==> src/rtl/eag_params.svh <==
`ifndef EAG_PARAMS_SVH
`define EAG_PARAMS_SVH
`define EAG_ADDR_W       32
`define EAG_OFS16_W      16
`define EAG_SEL_W        16
`define EAG_PORT_W       16
`define EAG_FARPTR_W     48
`define EAG_FAR_OFS_LSB  0
`define EAG_FAR_SEL_LSB  32
`define EAG_REG_IDX_W    3
`define EAG_IDX_SP       3'h4
`define EAG_IDX_BP       3'h5
`define EAG_BYTE_BITS    8'h08
`define EAG_WORD_BITS    8'h10
`define EAG_DWORD_BITS   8'h20
`define EAG_QWORD_BITS   8'h40
`define EAG_DQWORD_BITS  8'h80
`define EAG_LANES        16
`endif

==> src/rtl/eag_pkg.sv <==
`include "eag_params.svh"
package eag_pkg;
    typedef enum logic [2:0] {
        EAG_SEG_ES, EAG_SEG_CS, EAG_SEG_SS, EAG_SEG_DS, EAG_SEG_FS, EAG_SEG_GS
    } eag_seg_e;
    typedef enum logic [2:0] {
        EAG_REF_FETCH, EAG_REF_STACK, EAG_REF_DATA, EAG_REF_STR_DST,
        EAG_REF_SEL_EXPL, EAG_REF_FAR_PTR, EAG_REF_IO
    } eag_ref_e;
    typedef enum logic [1:0] {
        EAG_DISP_NONE, EAG_DISP_8, EAG_DISP_16, EAG_DISP_32
    } eag_disp_e;
    typedef enum logic [1:0] {
        EAG_SCALE_1, EAG_SCALE_2, EAG_SCALE_4, EAG_SCALE_8
    } eag_scale_e;
    typedef enum logic [2:0] {
        EAG_SIZE_BYTE, EAG_SIZE_WORD, EAG_SIZE_DWORD,
        EAG_SIZE_QWORD, EAG_SIZE_DQWORD
    } eag_size_e;
    typedef struct packed {
        eag_ref_e                      ref_kind;
        logic                          addr32;
        logic                          ovr_valid;
        eag_seg_e                      ovr_seg;
        logic                          base_valid;
        logic [`EAG_REG_IDX_W-1:0]     base_idx;
        logic [`EAG_ADDR_W-1:0]        base_val;
        logic                          index_valid;
        logic [`EAG_REG_IDX_W-1:0]     index_idx;
        logic [`EAG_ADDR_W-1:0]        index_val;
        eag_scale_e                    scale;
        eag_disp_e                     disp_kind;
        logic [`EAG_ADDR_W-1:0]        disp_raw;
        logic                          sel_from_mem;
        logic [`EAG_SEL_W-1:0]         sel_mem;
        logic [`EAG_SEL_W-1:0]         sel_reg;
        logic [`EAG_FARPTR_W-1:0]      far_ptr;
        logic                          port_from_imm;
        logic [7:0]                    port_imm;
        logic [`EAG_PORT_W-1:0]        data_port_reg;
        eag_size_e                     size;
        logic [127:0]                  data;
    } eag_req_s;
    typedef struct packed {
        eag_seg_e                      seg;
        logic [`EAG_ADDR_W-1:0]        offset;
        logic [`EAG_SEL_W-1:0]         selector;
        logic [`EAG_PORT_W-1:0]        port;
        logic                          index_fault;
        logic                          seg_ovr_ignored;
        logic [7:0]                    size_bits;
        logic [`EAG_LANES-1:0]         byte_en;
        logic [127:0]                  lanes;
    } eag_rsp_s;
endpackage

==> src/rtl/eag_offset_adder.sv <==
`include "eag_params.svh"
module eag_offset_adder
    import eag_pkg::*;
(
    input  wire logic [`EAG_ADDR_W-1:0] base_val,
    input  wire logic                   base_valid,
    input  wire logic [`EAG_ADDR_W-1:0] index_val,
    input  wire logic                   index_ok,
    input  wire eag_pkg::eag_scale_e    scale,
    input  wire logic [`EAG_ADDR_W-1:0] disp,
    input  wire logic                   addr32,
    output logic      [`EAG_ADDR_W-1:0] ea
);
    logic [`EAG_ADDR_W-1:0] scaled;
    logic [`EAG_ADDR_W-1:0] sum;
    always_comb begin
        // Scale only matters with an index present
        scaled = '0;
        if (index_ok) begin
            scaled = index_val << scale;
        end
        sum = disp + (base_valid ? base_val : '0) + scaled;
        // Carries past the top offset bit are dropped
        if (addr32) begin
            ea = sum;
        end else begin
            ea = {{(`EAG_ADDR_W-`EAG_OFS16_W){1'b0}},
                  sum[`EAG_OFS16_W-1:0]};
        end
    end
endmodule

==> src/rtl/eag_top.sv <==
`include "eag_params.svh"
module eag_top (
    input  wire logic              sys_clk,
    input  wire logic              reset_n,
    input  wire logic              req_valid,
    input  wire eag_pkg::eag_req_s req,
    output logic                   rsp_valid,
    output eag_pkg::eag_rsp_s      rsp
);
    import eag_pkg::*;

    logic [`EAG_ADDR_W-1:0] disp_ext;
    logic [`EAG_ADDR_W-1:0] ea;
    logic                   index_ok;
    logic                   index_is_sp;
    eag_seg_e               seg_nxt;
    logic                   ovr_ignored_nxt;
    logic [`EAG_ADDR_W-1:0] ofs_nxt;
    logic [`EAG_SEL_W-1:0]  sel_nxt;
    logic [`EAG_PORT_W-1:0] port_nxt;
    logic [7:0]             bits_nxt;
    logic [`EAG_LANES-1:0]  be_nxt;
    logic                   rsp_valid_r;
    eag_rsp_s               rsp_r;

    function automatic logic [`EAG_ADDR_W-1:0] sext_disp(
        input eag_disp_e              kind,
        input logic [`EAG_ADDR_W-1:0] raw
    );
        logic [`EAG_ADDR_W-1:0] v;
        v = '0;
        case (kind)
            EAG_DISP_8:  v = {{24{raw[7]}}, raw[7:0]};
            EAG_DISP_16: v = {{16{raw[15]}}, raw[15:0]};
            EAG_DISP_32: v = raw;
            default:     v = '0;
        endcase
        return v;
    endfunction

    function automatic logic [7:0] size_to_bits(input eag_size_e s);
        logic [7:0] b;
        b = `EAG_BYTE_BITS;
        case (s)
            EAG_SIZE_WORD:   b = `EAG_WORD_BITS;
            EAG_SIZE_DWORD:  b = `EAG_DWORD_BITS;
            EAG_SIZE_QWORD:  b = `EAG_QWORD_BITS;
            EAG_SIZE_DQWORD: b = `EAG_DQWORD_BITS;
            default:         b = `EAG_BYTE_BITS;
        endcase
        return b;
    endfunction

    assign disp_ext    = sext_disp(req.disp_kind, req.disp_raw);
    assign index_is_sp = req.index_idx == `EAG_IDX_SP;
    // A stack-pointer index is dropped and flagged, not summed
    assign index_ok    = req.index_valid && !index_is_sp;

    eag_offset_adder u_adder (
        .base_val   (req.base_val),
        .base_valid (req.base_valid),
        .index_val  (req.index_val),
        .index_ok   (index_ok),
        .scale      (req.scale),
        .disp       (disp_ext),
        .addr32     (req.addr32),
        .ea         (ea)
    );

    // Segment choice
    always_comb begin
        seg_nxt         = EAG_SEG_DS;
        ovr_ignored_nxt = 1'b0;
        case (req.ref_kind)
            EAG_REF_FETCH: begin
                seg_nxt         = EAG_SEG_CS;
                ovr_ignored_nxt = req.ovr_valid;
            end
            EAG_REF_STACK: begin
                seg_nxt         = EAG_SEG_SS;
                ovr_ignored_nxt = req.ovr_valid;
            end
            EAG_REF_STR_DST: begin
                seg_nxt         = EAG_SEG_ES;
                ovr_ignored_nxt = req.ovr_valid;
            end
            EAG_REF_DATA, EAG_REF_FAR_PTR: begin
                if (req.ovr_valid) begin
                    seg_nxt = req.ovr_seg;
                end else if (req.base_valid &&
                             (req.base_idx == `EAG_IDX_SP ||
                              req.base_idx == `EAG_IDX_BP)) begin
                    seg_nxt = EAG_SEG_SS;
                end else begin
                    seg_nxt = EAG_SEG_DS;
                end
            end
            default: begin
                seg_nxt = EAG_SEG_DS;
            end
        endcase
    end

    // Offset, selector and port
    always_comb begin
        ofs_nxt  = ea;
        sel_nxt  = '0;
        port_nxt = '0;
        if (req.ref_kind == EAG_REF_FAR_PTR) begin
            // Low doubleword is the offset, next word the selector
            ofs_nxt = req.far_ptr[`EAG_FAR_OFS_LSB +: `EAG_ADDR_W];
            sel_nxt = req.far_ptr[`EAG_FAR_SEL_LSB +: `EAG_SEL_W];
            if (!req.addr32) begin
                ofs_nxt = {16'h0000, ofs_nxt[`EAG_OFS16_W-1:0]};
            end
        end else if (req.ref_kind == EAG_REF_SEL_EXPL) begin
            sel_nxt = req.sel_from_mem ? req.sel_mem : req.sel_reg;
        end else if (req.ref_kind == EAG_REF_IO) begin
            ofs_nxt = '0;
            if (req.port_from_imm) begin
                port_nxt = {8'h00, req.port_imm};
            end else begin
                port_nxt = req.data_port_reg;
            end
        end
    end

    // Byte lanes: byte k of the operand sits at address + k
    always_comb begin
        bits_nxt = size_to_bits(req.size);
        be_nxt   = '0;
        for (int i = 0; i < `EAG_LANES; i++) begin
            if (i * 8 < int'(bits_nxt)) begin
                be_nxt[i] = 1'b1;
            end
        end
    end

    always_ff @(posedge sys_clk) begin
        if (!reset_n) begin
            rsp_valid_r <= 1'b0;
        end else begin
            rsp_valid_r <= req_valid;
        end
    end

    // Result registered so every output leaves a flip-flop
    always_ff @(posedge sys_clk) begin
        if (!reset_n) begin
            rsp_r <= '0;
        end else if (req_valid) begin
            rsp_r.seg             <= seg_nxt;
            rsp_r.offset          <= ofs_nxt;
            rsp_r.selector        <= sel_nxt;
            rsp_r.port            <= port_nxt;
            rsp_r.index_fault     <= req.index_valid && index_is_sp;
            rsp_r.seg_ovr_ignored <= ovr_ignored_nxt;
            rsp_r.size_bits       <= bits_nxt;
            rsp_r.byte_en         <= be_nxt;
            rsp_r.lanes           <= req.data;
        end
    end

    assign rsp_valid = rsp_valid_r;
    assign rsp       = rsp_r;

    a_fetch_code_seg: assert property (
        @(posedge sys_clk) disable iff (!reset_n)
        req_valid && req.ref_kind == EAG_REF_FETCH
        |=> rsp_valid && rsp.seg == EAG_SEG_CS)
        else $error("fetch not on code segment");
    a_stack_seg: assert property (
        @(posedge sys_clk) disable iff (!reset_n)
        req_valid && req.ref_kind == EAG_REF_STACK
        |=> rsp.seg == EAG_SEG_SS)
        else $error("push or pop not on stack segment");
    a_str_dst_es: assert property (
        @(posedge sys_clk) disable iff (!reset_n)
        req_valid && req.ref_kind == EAG_REF_STR_DST
        |=> rsp.seg == EAG_SEG_ES)
        else $error("string destination not on extra segment");
    a_ovr_applied: assert property (
        @(posedge sys_clk) disable iff (!reset_n)
        req_valid && req.ref_kind == EAG_REF_DATA && req.ovr_valid
        |=> rsp.seg == $past(req.ovr_seg))
        else $error("override prefix not applied");
    a_bp_base_ss: assert property (
        @(posedge sys_clk) disable iff (!reset_n)
        req_valid && req.ref_kind == EAG_REF_DATA && !req.ovr_valid
        && req.base_valid && req.base_idx == `EAG_IDX_BP
        |=> rsp.seg == EAG_SEG_SS)
        else $error("frame pointer base not on stack segment");
    a_sp_no_index: assert property (
        @(posedge sys_clk) disable iff (!reset_n)
        req_valid && req.ref_kind == EAG_REF_DATA && req.index_valid
        && req.index_idx == `EAG_IDX_SP && !req.base_valid
        && req.disp_kind == EAG_DISP_NONE
        |=> rsp.offset == '0 && rsp.index_fault)
        else $error("stack pointer used as index");
    a_disp8_sext: assert property (
        @(posedge sys_clk) disable iff (!reset_n)
        req_valid && req.ref_kind == EAG_REF_DATA && req.addr32
        && req.disp_kind == EAG_DISP_8 && !req.base_valid
        && !req.index_valid
        |=> rsp.offset == {{24{$past(req.disp_raw[7])}},
                           $past(req.disp_raw[7:0])})
        else $error("byte displacement not sign extended");
    a_offset16_trunc: assert property (
        @(posedge sys_clk) disable iff (!reset_n)
        req_valid && !req.addr32 |=> rsp.offset[31:16] == 16'h0000)
        else $error("16-bit offset not truncated");
    a_far_ptr_split: assert property (
        @(posedge sys_clk) disable iff (!reset_n)
        req_valid && req.ref_kind == EAG_REF_FAR_PTR
        |=> rsp.selector == $past(req.far_ptr[47:32]))
        else $error("far pointer selector misplaced");
    a_io_port_sel: assert property (
        @(posedge sys_clk) disable iff (!reset_n)
        req_valid && req.ref_kind == EAG_REF_IO && !req.port_from_imm
        |=> rsp.port == $past(req.data_port_reg))
        else $error("port not taken from data port register");
    a_size_lanes: assert property (
        @(posedge sys_clk) disable iff (!reset_n)
        req_valid && req.size == EAG_SIZE_DWORD
        |=> rsp.size_bits == `EAG_DWORD_BITS
            && rsp.byte_en == 16'h000F)
        else $error("doubleword size or lanes wrong");
    a_rsp_valid_set: assert property (
        @(posedge sys_clk) disable iff (!reset_n)
        req_valid |=> rsp_valid)
        else $error("response strobe missing");
    a_rsp_valid_clr: assert property (
        @(posedge sys_clk) disable iff (!reset_n)
        !req_valid |=> !rsp_valid)
        else $error("response strobe without request");
    a_rsp_holds: assert property (
        @(posedge sys_clk) disable iff (!reset_n)
        !req_valid |=> $stable(rsp))
        else $error("result changed without request");
    a_ovr_ignored: assert property (
        @(posedge sys_clk) disable iff (!reset_n)
        req_valid && req.ovr_valid && (req.ref_kind == EAG_REF_FETCH
        || req.ref_kind == EAG_REF_STACK || req.ref_kind == EAG_REF_STR_DST)
        |=> rsp.seg_ovr_ignored)
        else $error("fixed segment override not flagged");
    a_data_ovr_kept: assert property (
        @(posedge sys_clk) disable iff (!reset_n)
        req_valid && req.ref_kind == EAG_REF_DATA |=> !rsp.seg_ovr_ignored)
        else $error("data override flagged as ignored");
    a_data_default_ds: assert property (
        @(posedge sys_clk) disable iff (!reset_n)
        req_valid && req.ref_kind == EAG_REF_DATA && !req.ovr_valid
        && !req.base_valid |=> rsp.seg == EAG_SEG_DS)
        else $error("plain data not on data segment");
    a_sp_base_ss: assert property (
        @(posedge sys_clk) disable iff (!reset_n)
        req_valid && req.ref_kind == EAG_REF_DATA && !req.ovr_valid
        && req.base_valid && req.base_idx == `EAG_IDX_SP
        |=> rsp.seg == EAG_SEG_SS)
        else $error("stack pointer base not on stack segment");
    a_other_base_ds: assert property (
        @(posedge sys_clk) disable iff (!reset_n)
        req_valid && req.ref_kind == EAG_REF_DATA && !req.ovr_valid
        && req.base_valid && req.base_idx != `EAG_IDX_SP
        && req.base_idx != `EAG_IDX_BP |=> rsp.seg == EAG_SEG_DS)
        else $error("general base not on data segment");
    a_far_ofs16: assert property (
        @(posedge sys_clk) disable iff (!reset_n)
        req_valid && req.ref_kind == EAG_REF_FAR_PTR && !req.addr32
        |=> rsp.offset == {16'h0000, $past(req.far_ptr[15:0])})
        else $error("far pointer offset not cut to 16 bits");
    a_sel_from_mem: assert property (
        @(posedge sys_clk) disable iff (!reset_n)
        req_valid && req.ref_kind == EAG_REF_SEL_EXPL && req.sel_from_mem
        |=> rsp.selector == $past(req.sel_mem))
        else $error("selector not taken from memory");
    a_io_port_imm: assert property (
        @(posedge sys_clk) disable iff (!reset_n)
        req_valid && req.ref_kind == EAG_REF_IO && req.port_from_imm
        |=> rsp.port == {8'h00, $past(req.port_imm)})
        else $error("port not taken from immediate");
    a_io_no_offset: assert property (
        @(posedge sys_clk) disable iff (!reset_n)
        req_valid && req.ref_kind == EAG_REF_IO |=> rsp.offset == '0)
        else $error("port access left a memory offset");
    a_scaled_index: assert property (
        @(posedge sys_clk) disable iff (!reset_n)
        req_valid && req.ref_kind == EAG_REF_DATA && req.addr32
        && req.index_valid && req.index_idx != `EAG_IDX_SP
        && !req.base_valid && req.disp_kind == EAG_DISP_NONE
        |=> rsp.offset == ($past(req.index_val) << $past(req.scale)))
        else $error("index not scaled");
    a_scale_needs_index: assert property (
        @(posedge sys_clk) disable iff (!reset_n)
        req_valid && req.ref_kind == EAG_REF_DATA && req.addr32
        && !req.index_valid && !req.base_valid
        && req.disp_kind == EAG_DISP_NONE |=> rsp.offset == '0)
        else $error("scale applied without index");
    a_base_only: assert property (
        @(posedge sys_clk) disable iff (!reset_n)
        req_valid && req.ref_kind == EAG_REF_DATA && req.addr32
        && req.base_valid && !req.index_valid
        && req.disp_kind == EAG_DISP_NONE
        |=> rsp.offset == $past(req.base_val))
        else $error("base alone not used as offset");
    a_disp16_sext: assert property (
        @(posedge sys_clk) disable iff (!reset_n)
        req_valid && req.ref_kind == EAG_REF_DATA && req.addr32
        && req.disp_kind == EAG_DISP_16 && !req.base_valid
        && !req.index_valid
        |=> rsp.offset == {{16{$past(req.disp_raw[15])}},
                           $past(req.disp_raw[15:0])})
        else $error("word displacement not sign extended");
    a_disp32_only: assert property (
        @(posedge sys_clk) disable iff (!reset_n)
        req_valid && req.ref_kind == EAG_REF_DATA && req.addr32
        && req.disp_kind == EAG_DISP_32 && !req.base_valid
        && !req.index_valid |=> rsp.offset == $past(req.disp_raw))
        else $error("doubleword displacement altered");
    a_byte_lanes: assert property (
        @(posedge sys_clk) disable iff (!reset_n)
        req_valid && req.size == EAG_SIZE_BYTE
        |=> rsp.size_bits == `EAG_BYTE_BITS
            && rsp.byte_en == 16'h0001)
        else $error("byte size or lane wrong");
    a_qword_lanes: assert property (
        @(posedge sys_clk) disable iff (!reset_n)
        req_valid && req.size == EAG_SIZE_QWORD
        |=> rsp.size_bits == `EAG_QWORD_BITS
            && rsp.byte_en == 16'h00FF)
        else $error("quadword size or lanes wrong");
    a_lanes_pass: assert property (
        @(posedge sys_clk) disable iff (!reset_n)
        req_valid |=> rsp.lanes == $past(req.data))
        else $error("operand bytes reordered");
endmodule

==> config.mk <==
export PLATFORM = sky130hd
export DESIGN_NAME = eag_top
export DESIGN_NICKNAME = d
export VERILOG_FILES = /design/src/rtl/eag_pkg.sv /design/src/rtl/eag_offset_adder.sv /design/src/rtl/eag_top.sv
export VERILOG_INCLUDE_DIRS = /design/src /design/src/rtl
export SDC_FILE = /design/constraint.sdc
export NUM_CORES = 1
export LEC_CHECK = 0
export BUFFER_PORTS_ARGS = -buffer_cell sky130_fd_sc_hd__buf_4
export CORE_AREA = 2 2 228 230
export DETAILED_ROUTE_END_ITERATION = 12
export DIE_AREA = 0 0 230 232
export MAX_ROUTING_LAYER = met4
export REMOVE_ABC_BUFFERS = 1
export SYNTH_ARGS = -nofsm -noshare
export SYNTH_HDL_FRONTEND = slang
export SYNTH_HIERARCHICAL = 1
export SYNTH_SLANG_ARGS = --single-unit
export TNS_END_PERCENT = 100
==> constraint.sdc <==
create_clock -name sys_clk -period 11.5 [get_ports sys_clk]
set_clock_uncertainty 0.15 [all_clocks]
set_input_delay 2.875 -clock sys_clk [delete_from_list [all_inputs] [get_ports sys_clk]]
set_output_delay 2.875 -clock sys_clk [all_outputs]
set_load 0.03 [all_outputs]
## Yosys cells after proc, flatten, opt, wreduce, memory -nomap -nowiden

Cells that the tools add are included.

- Multiplexer cells: 36
- Equality and inequality tests: 16
- Shift-type cells: 1
- Add/sub/neg operators: 2
- Order comparisons: 16
- Reductions and logical operators: 8

Operator list:

| operator | number |
|---|---|
| $mux W32 | 7 |
| $mux W16 | 7 |
| $pmux W32 S3 | 1 |
| $add A32 B32 Y32 | 2 |
| $lt A7 B8 Y1 const A | 8 |
| $lt A6 B8 Y1 const A | 4 |
| $pmux W8 S4 | 1 |
| $shl A32 B2 Y32 | 1 |
| $eq A3 B3 Y1 const B | 7 |
| $mux W1 | 18 |
| $lt A5 B8 Y1 const A | 2 |
| $eq A3 B2 Y1 const B | 4 |
| $pmux W3 S4 | 1 |
| $lt A1 B8 Y1 const A | 1 |
| $lt A4 B8 Y1 const A | 1 |
| $eq A3 B1 Y1 const B | 2 |
| $eq A2 B2 Y1 const B | 2 |
| $logic_and A1 B1 Y1 | 3 |
| $logic_not A3 Y1 | 1 |
| $mux W3 | 1 |
| $reduce_or A3 Y1 | 1 |
| $eq A2 B1 Y1 const B | 1 |
| $reduce_or A2 Y1 | 1 |
| $logic_not A1 Y1 | 1 |
| $logic_or A1 B1 Y1 | 1 |

- Register bits after elaboration: 222

## Logic depth before layout (Yosys ltp)

- Depth after elaboration: 9
- Gate-level depth with buffers: 19
- Mapped depth without buffers: 18

## Hierarchy

The synthesis kept the hierarchy.

Modules (own cells, without submodules):

| module | cells an instance | seq. area each (um^2) | instances | area each (um^2) |
|---|---|---|---|---|
| eag_top | 993 | 4344.2 | 1 | 9283.9 |
| eag_offset_adder | 423 | 0.0 | 1 | 3577.2 |

## Least setup slack after synthesis

OpenSTA, ideal clock, no wires.

- Kind: input to register
- Start point: input req[271] (netlist bit)
- End point: register rsp_r, in the netlist rsp[216]
- Library setup time: 0.070 ns
- Cell stages on the path: 16
- Data required time: 11.280 ns
- Setup slack: 4.699 ns
- Arrival time: 6.581 ns
- Cells stage by stage: clkbuf_1 > buf_2 > mux4_2 > and2_1 > fa_1 > ha_1 > a21oi_1 > o21ai_0 > a221oi_1 > o21ai_2 > a31oi_4 > mux2_2 > o311ai_0 > nand2b_1 > a21o_1 > a21oi_1

- Word-level cells in the longest chain between the ends: 7

Ends and longest elaborated chain:

| element | line | text |
|---|---|---|
| start: declaration | eag_top.sv:6 | `input wire eag_pkg::eag_req_s req,` |
| $shl A32 B2 Y32 (*) | eag_offset_adder.sv:20 | `scaled = index_val << scale;` |
| $mux W32 (*) | eag_offset_adder.sv:19 | `if (index_ok) begin` |
| $add A32 B32 Y32 (*) | eag_offset_adder.sv:22 | `sum = disp + (base_valid ? base_val : '0) + scaled;` |
| $mux W32 (*) | eag_offset_adder.sv:24 | `if (addr32) begin` |
| named net ea[30] | eag_top.sv:13 | `` logic [`EAG_ADDR_W-1:0] ea; `` |
| $mux W32 | eag_top.sv:118 | `end else if (req.ref_kind == EAG_REF_IO) begin` |
| $mux W32 (*) | eag_top.sv:116 | `end else if (req.ref_kind == EAG_REF_SEL_EXPL) begin` |
| $mux W32 (*) | eag_top.sv:109 | `if (req.ref_kind == EAG_REF_FAR_PTR) begin` |
| end: declaration | eag_top.sv:24 | `eag_rsp_s rsp_r;` |

The timed path passes the listed nets; every way through them passes the cells marked *.
A chain may end at the register's enable or synchronous reset.

## Worst setup path after layout

- Start point: input req[307] (netlist bit)
- End point: register rsp_r, in the netlist rsp[215]

- Word-level cells in the longest chain between the ends: 9

Ends and longest elaborated chain:

| element | line | text |
|---|---|---|
| $eq A3 B3 Y1 (no line) (*) | - |  |
| $logic_not A1 Y1 (*) | eag_top.sv:57 | `assign index_ok = req.index_valid && !index_is_sp;` |
| $logic_and A1 B1 Y1 (*) | eag_top.sv:57 |  |
| named net index_ok | eag_top.sv:14 | `logic index_ok;` |
| $mux W32 (*) | eag_offset_adder.sv:19 |  |
| $add A32 B32 Y32 (*) | eag_offset_adder.sv:22 |  |
| $mux W32 (*) | eag_offset_adder.sv:24 |  |
| named net ea[29] | eag_top.sv:13 |  |
| $mux W32 | eag_top.sv:118 |  |
| $mux W32 (*) | eag_top.sv:116 |  |
| $mux W32 (*) | eag_top.sv:109 |  |

Marks and branches as above.

==> results.sh <==
export IMPL_run_status="finished, final reports clean"
export IMPL_clk_pin_slew_worst_paths_ps=60
export IMPL_gp_congestion=0.9009
export IMPL_cts_tree="done"
export IMPL_critPathRequiredTime_ps=11810
export IMPL_wire_per_inst_um=18.38
export IMPL_floorplan_initialDensity=0.2527
export IMPL_hp_class="reg2reg"
export IMPL_ctsResizeCount=0
export IMPL_num_cts_buffers=26
export IMPL_area_delta_synth_final_pct=43.36
export IMPL_drtAntennaViolNets=0
export IMPL_yosysWarningCount=6
export IMPL_worst_hold_path_num_cells=1
export IMPL_grt_usage=0.1750
export IMPL_setup_repair_after_global_routing_missed_its_margin="no"
export IMPL_vdd_ir_drop_max_v=0.00009511
export IMPL_drive_above_1_share=0.3539
export IMPL_overflow=0
export IMPL_chipHeight_um=232
export IMPL_reg2reg_from="rsp[218]$_SDFFE_PN0P_"
export IMPL_ys_types=69
export IMPL_detailed_place_hpwl_um=37160
export IMPL_synth_enable_flop_cells=0
export IMPL_setup_tns_final_ps=0
export IMPL_p_leak_nw=8.767
export IMPL_timing_final_setup_violations=0
export IMPL_drt_drc_violations_left=0
export IMPL_maxSlewViolCount=0
export IMPL_cp_max_fo=31
export IMPL_design_portCount=578
export IMPL_cts_root_buf="sky130_fd_sc_hd__clkbuf_16"
export IMPL_clock_tree_htree_level_count=1
export IMPL_route_vias_total=12340
export IMPL_r2r_cells=3
export IMPL_postLayoutCoreUtil=0.3623
export IMPL_worst_endpoint_arrival_ps=7530
export IMPL_die_area_um2=53360
export IMPL_slew_limit_headroom=0.2338
export IMPL_num_nets_final=2332
export IMPL_sequential_cell_area_um2=4344
export IMPL_cts_root_to_sink_buffers=3
export IMPL_io_buffers=573
export IMPL_timing_hold_worst_start="rsp[131]$_SDFFE_PN0P_"
export IMPL_grt_pass1_vias=12350
export IMPL_worst_setup_path_startpoint="req[307]"
export IMPL_clock_insertion_delay_worst_skew_ps=550
export IMPL_commonest_cells_after_routing_fill_and_taps_aside="sky130_fd_sc_hd__buf_4, sky130_fd_sc_hd__dfxtp_1, sky130_fd_sc_hd__nor2_1, sky130_fd_sc_hd__mux2i_1, sky130_fd_sc_hd__a21oi_1"
export IMPL_finalWirelength_um=48050
export IMPL_ys_seq_area_frac=0.3378
export IMPL_synthCells=1416
export IMPL_drt_iter0_drc=694
export IMPL_min_delay_worst_endpoint="rsp[131]$_SDFFE_PN0P_"
export IMPL_final_common_cell="sky130_fd_sc_hd__buf_4"
export IMPL_cts_hold_buffers=0
export IMPL_syn_area_um2=12860
export IMPL_first_pass_grt_wire_length_um=71460
export IMPL_post_cts_setup_repair_buffer_count=0
export IMPL_synth_seq_cells=217
export IMPL_worst_slew_pin_transition_ps=1149
export IMPL_die_w_um=230
export IMPL_fp_row_count=83
export IMPL_multi_input_comb_area_um2=7861
export IMPL_maxClockFrequency_ghz=0.1384
export IMPL_max_cap_viol_count=0
export IMPL_period_minus_slack_ps=7226
export IMPL_powerDensity_nw_per_um2=131.8
export IMPL_cts_sink_count=217
export IMPL_timing_setup_critical_path_class="in2reg"
export IMPL_syn_area_per_cell_um2=9.083
export IMPL_timing_final_crit_share=0.6284
export IMPL_endpoint_kind="flip-flop"
export IMPL_n_fill_cell=5238
export IMPL_hold_worst_slack_ps=304.6
export IMPL_finalHoldViolations=0
export IMPL_initial_antenna_violation_count=1
export IMPL_synth_flop_cell="sky130_fd_sc_hd__dfxtp_1"
export IMPL_setup_reg_to_reg_worst_slack_ps=10560
export IMPL_synth_async_sr_flop_share=0
export IMPL_timing_critical_path_from_type="primary input"
export IMPL_routed_via_density=4.721
export IMPL_number_of_iterations_in_the_first_detailed_routing_pass=5
export IMPL_grt_max_degree=103
export IMPL_core_area_um2=50890
export IMPL_worstReg2RegEnd="rsp[218]$_SDFFE_PN0P_"
[cell type report]
| class | instances | area share |
|---|---|---|
| tap | 680 | 0.04615 |
| timing repair buffer | 580 | 0.2366 |
| inverter | 35 | 0.007261 |
| antenna | 1 | 0.0001357 |
| sequential | 217 | 0.2356 |
| multi-input combinational | 1054 | 0.4264 |
| clock inverter | 12 | 0.005904 |
| clock buffer | 35 | 0.04201 |
[per-stage QoR]
step | instances | area (um^2) | power (W) | setup WS [ps]
6_report | 2614 | 18440 | 0.002430 | 4274
5_1_grt | 2614 | 18440 | 0.002560 | 3876
4_1_cts | 2613 | 18440 | 0.002468 | 4351
3_5_place_dp | 2566 | 17550 | 0.001613 | 3825
3_3_place_gp | 2566 | 17550 | 0.001603 | 3850
2_1_floorplan | 1306 | 12330 | 0.001284 | 4486
[Yosys cell counts (10+ instances only)]
cell,instances,share of area
sky130_fd_sc_hd__nand3_1,25,0.0097
sky130_fd_sc_hd__mux4_2,27,0.047
sky130_fd_sc_hd__o21ai_0,62,0.024
sky130_fd_sc_hd__clkbuf_1,55,0.016
sky130_fd_sc_hd__a2bb2oi_1,24,0.016
sky130_fd_sc_hd__nor2b_1,34,0.017
sky130_fd_sc_hd__buf_2,36,0.014
sky130_fd_sc_hd__xor2_1,10,0.0068
sky130_fd_sc_hd__a21o_1,61,0.036
sky130_fd_sc_hd__nor3b_1,10,0.0058
sky130_fd_sc_hd__inv_1,33,0.0096
sky130_fd_sc_hd__xnor2_1,14,0.0095
sky130_fd_sc_hd__a21oi_2,11,0.0075
sky130_fd_sc_hd__buf_4,14,0.0082
sky130_fd_sc_hd__o21a_1,26,0.015
sky130_fd_sc_hd__fa_1,32,0.050
sky130_fd_sc_hd__nand2_1,66,0.019
sky130_fd_sc_hd__nand4_1,23,0.011
sky130_fd_sc_hd__ha_1,30,0.029
sky130_fd_sc_hd__nor2_1,164,0.048
sky130_fd_sc_hd__and2_1,51,0.025
sky130_fd_sc_hd__dfxtp_1,217,0.34
sky130_fd_sc_hd__mux2i_1,158,0.12
sky130_fd_sc_hd__nand2b_1,41,0.020
sky130_fd_sc_hd__a21oi_1,106,0.041
[how the worst max path moves through the flow]
stage          slack, ps                    end  depth (start not counted)
6_report            4270  rsp[215]$_SDFFE_PN0P_                         19
5_1_grt             3880  rsp[215]$_SDFFE_PN0P_                         19
4_1_cts             4350  rsp[215]$_SDFFE_PN0P_                         19
3_5_place_dp        3830  rsp[215]$_SDFFE_PN0P_                         19
3_3_place_gp        3850  rsp[215]$_SDFFE_PN0P_                         19
2_1_floorplan       4490  rsp[205]$_SDFFE_PN0P_                         18
[critical path, cell delays in order]
cell                       delay, ps
sky130_fd_sc_hd__buf_4           110
sky130_fd_sc_hd__nor3b_1         160
sky130_fd_sc_hd__nor2b_2         800
sky130_fd_sc_hd__nor2b_1         270
sky130_fd_sc_hd__nand2_1          80
sky130_fd_sc_hd__fa_1            490
sky130_fd_sc_hd__inv_1            50
sky130_fd_sc_hd__ha_1            210
sky130_fd_sc_hd__fa_1            410
sky130_fd_sc_hd__a21o_1          220
sky130_fd_sc_hd__a221oi_2        460
sky130_fd_sc_hd__o211ai_2        190
sky130_fd_sc_hd__nor2b_4         190
sky130_fd_sc_hd__a31oi_1         260
sky130_fd_sc_hd__o21ai_0         180
sky130_fd_sc_hd__mux2i_1         230
sky130_fd_sc_hd__nand2b_1         80
sky130_fd_sc_hd__a21o_1          150
sky130_fd_sc_hd__a21oi_1         130
[layer usage]
| metal | up-vias | part of all wire | global-route usage |
|---|---|---|---|
| met4 | 0 | 0.025 | 0.04798 |
| met5 | - | 0 | - |
| li1 | 5959 | - | - |
| met2 | 433 | 0.48 | 0.2913 |
| met3 | 54 | 0.073 | 0.04101 |
| met1 | 5895 | 0.42 | 0.2118 |
[kinds of logic (layout without fill, tap and decap cells)]
logic type / after synthesis / after routing / share of synthesized area
AOI/OAI and AO/OA: 336 / 336 / 0.1701
xor gates and xnor gates: 24 / 24 / 0.01634
adders and majority gates: 62 / 62 / 0.07900
buffers and inverters: 147 / 662 / 0.05176
DFF: 217 / 217 / 0.3378
muxes: 188 / 188 / 0.1729
other: 1 / 4 / 0.0002916
and+or+nand+nor: 441 / 441 / 0.1719
[power by group]
part / leakage, nW / switching [W] / internal [W]
clock network: 0.438 / 0.000339 / 0.000494
logic: 6.54 / 0.000439 / 0.000333
registers: 1.79 / 0.0000267 / 0.000799
[registers in the layout (all words and copies together), names as in the netlist]
signal,count
rsp,216
rsp_valid,1
(Power assumes the default switching activity.)
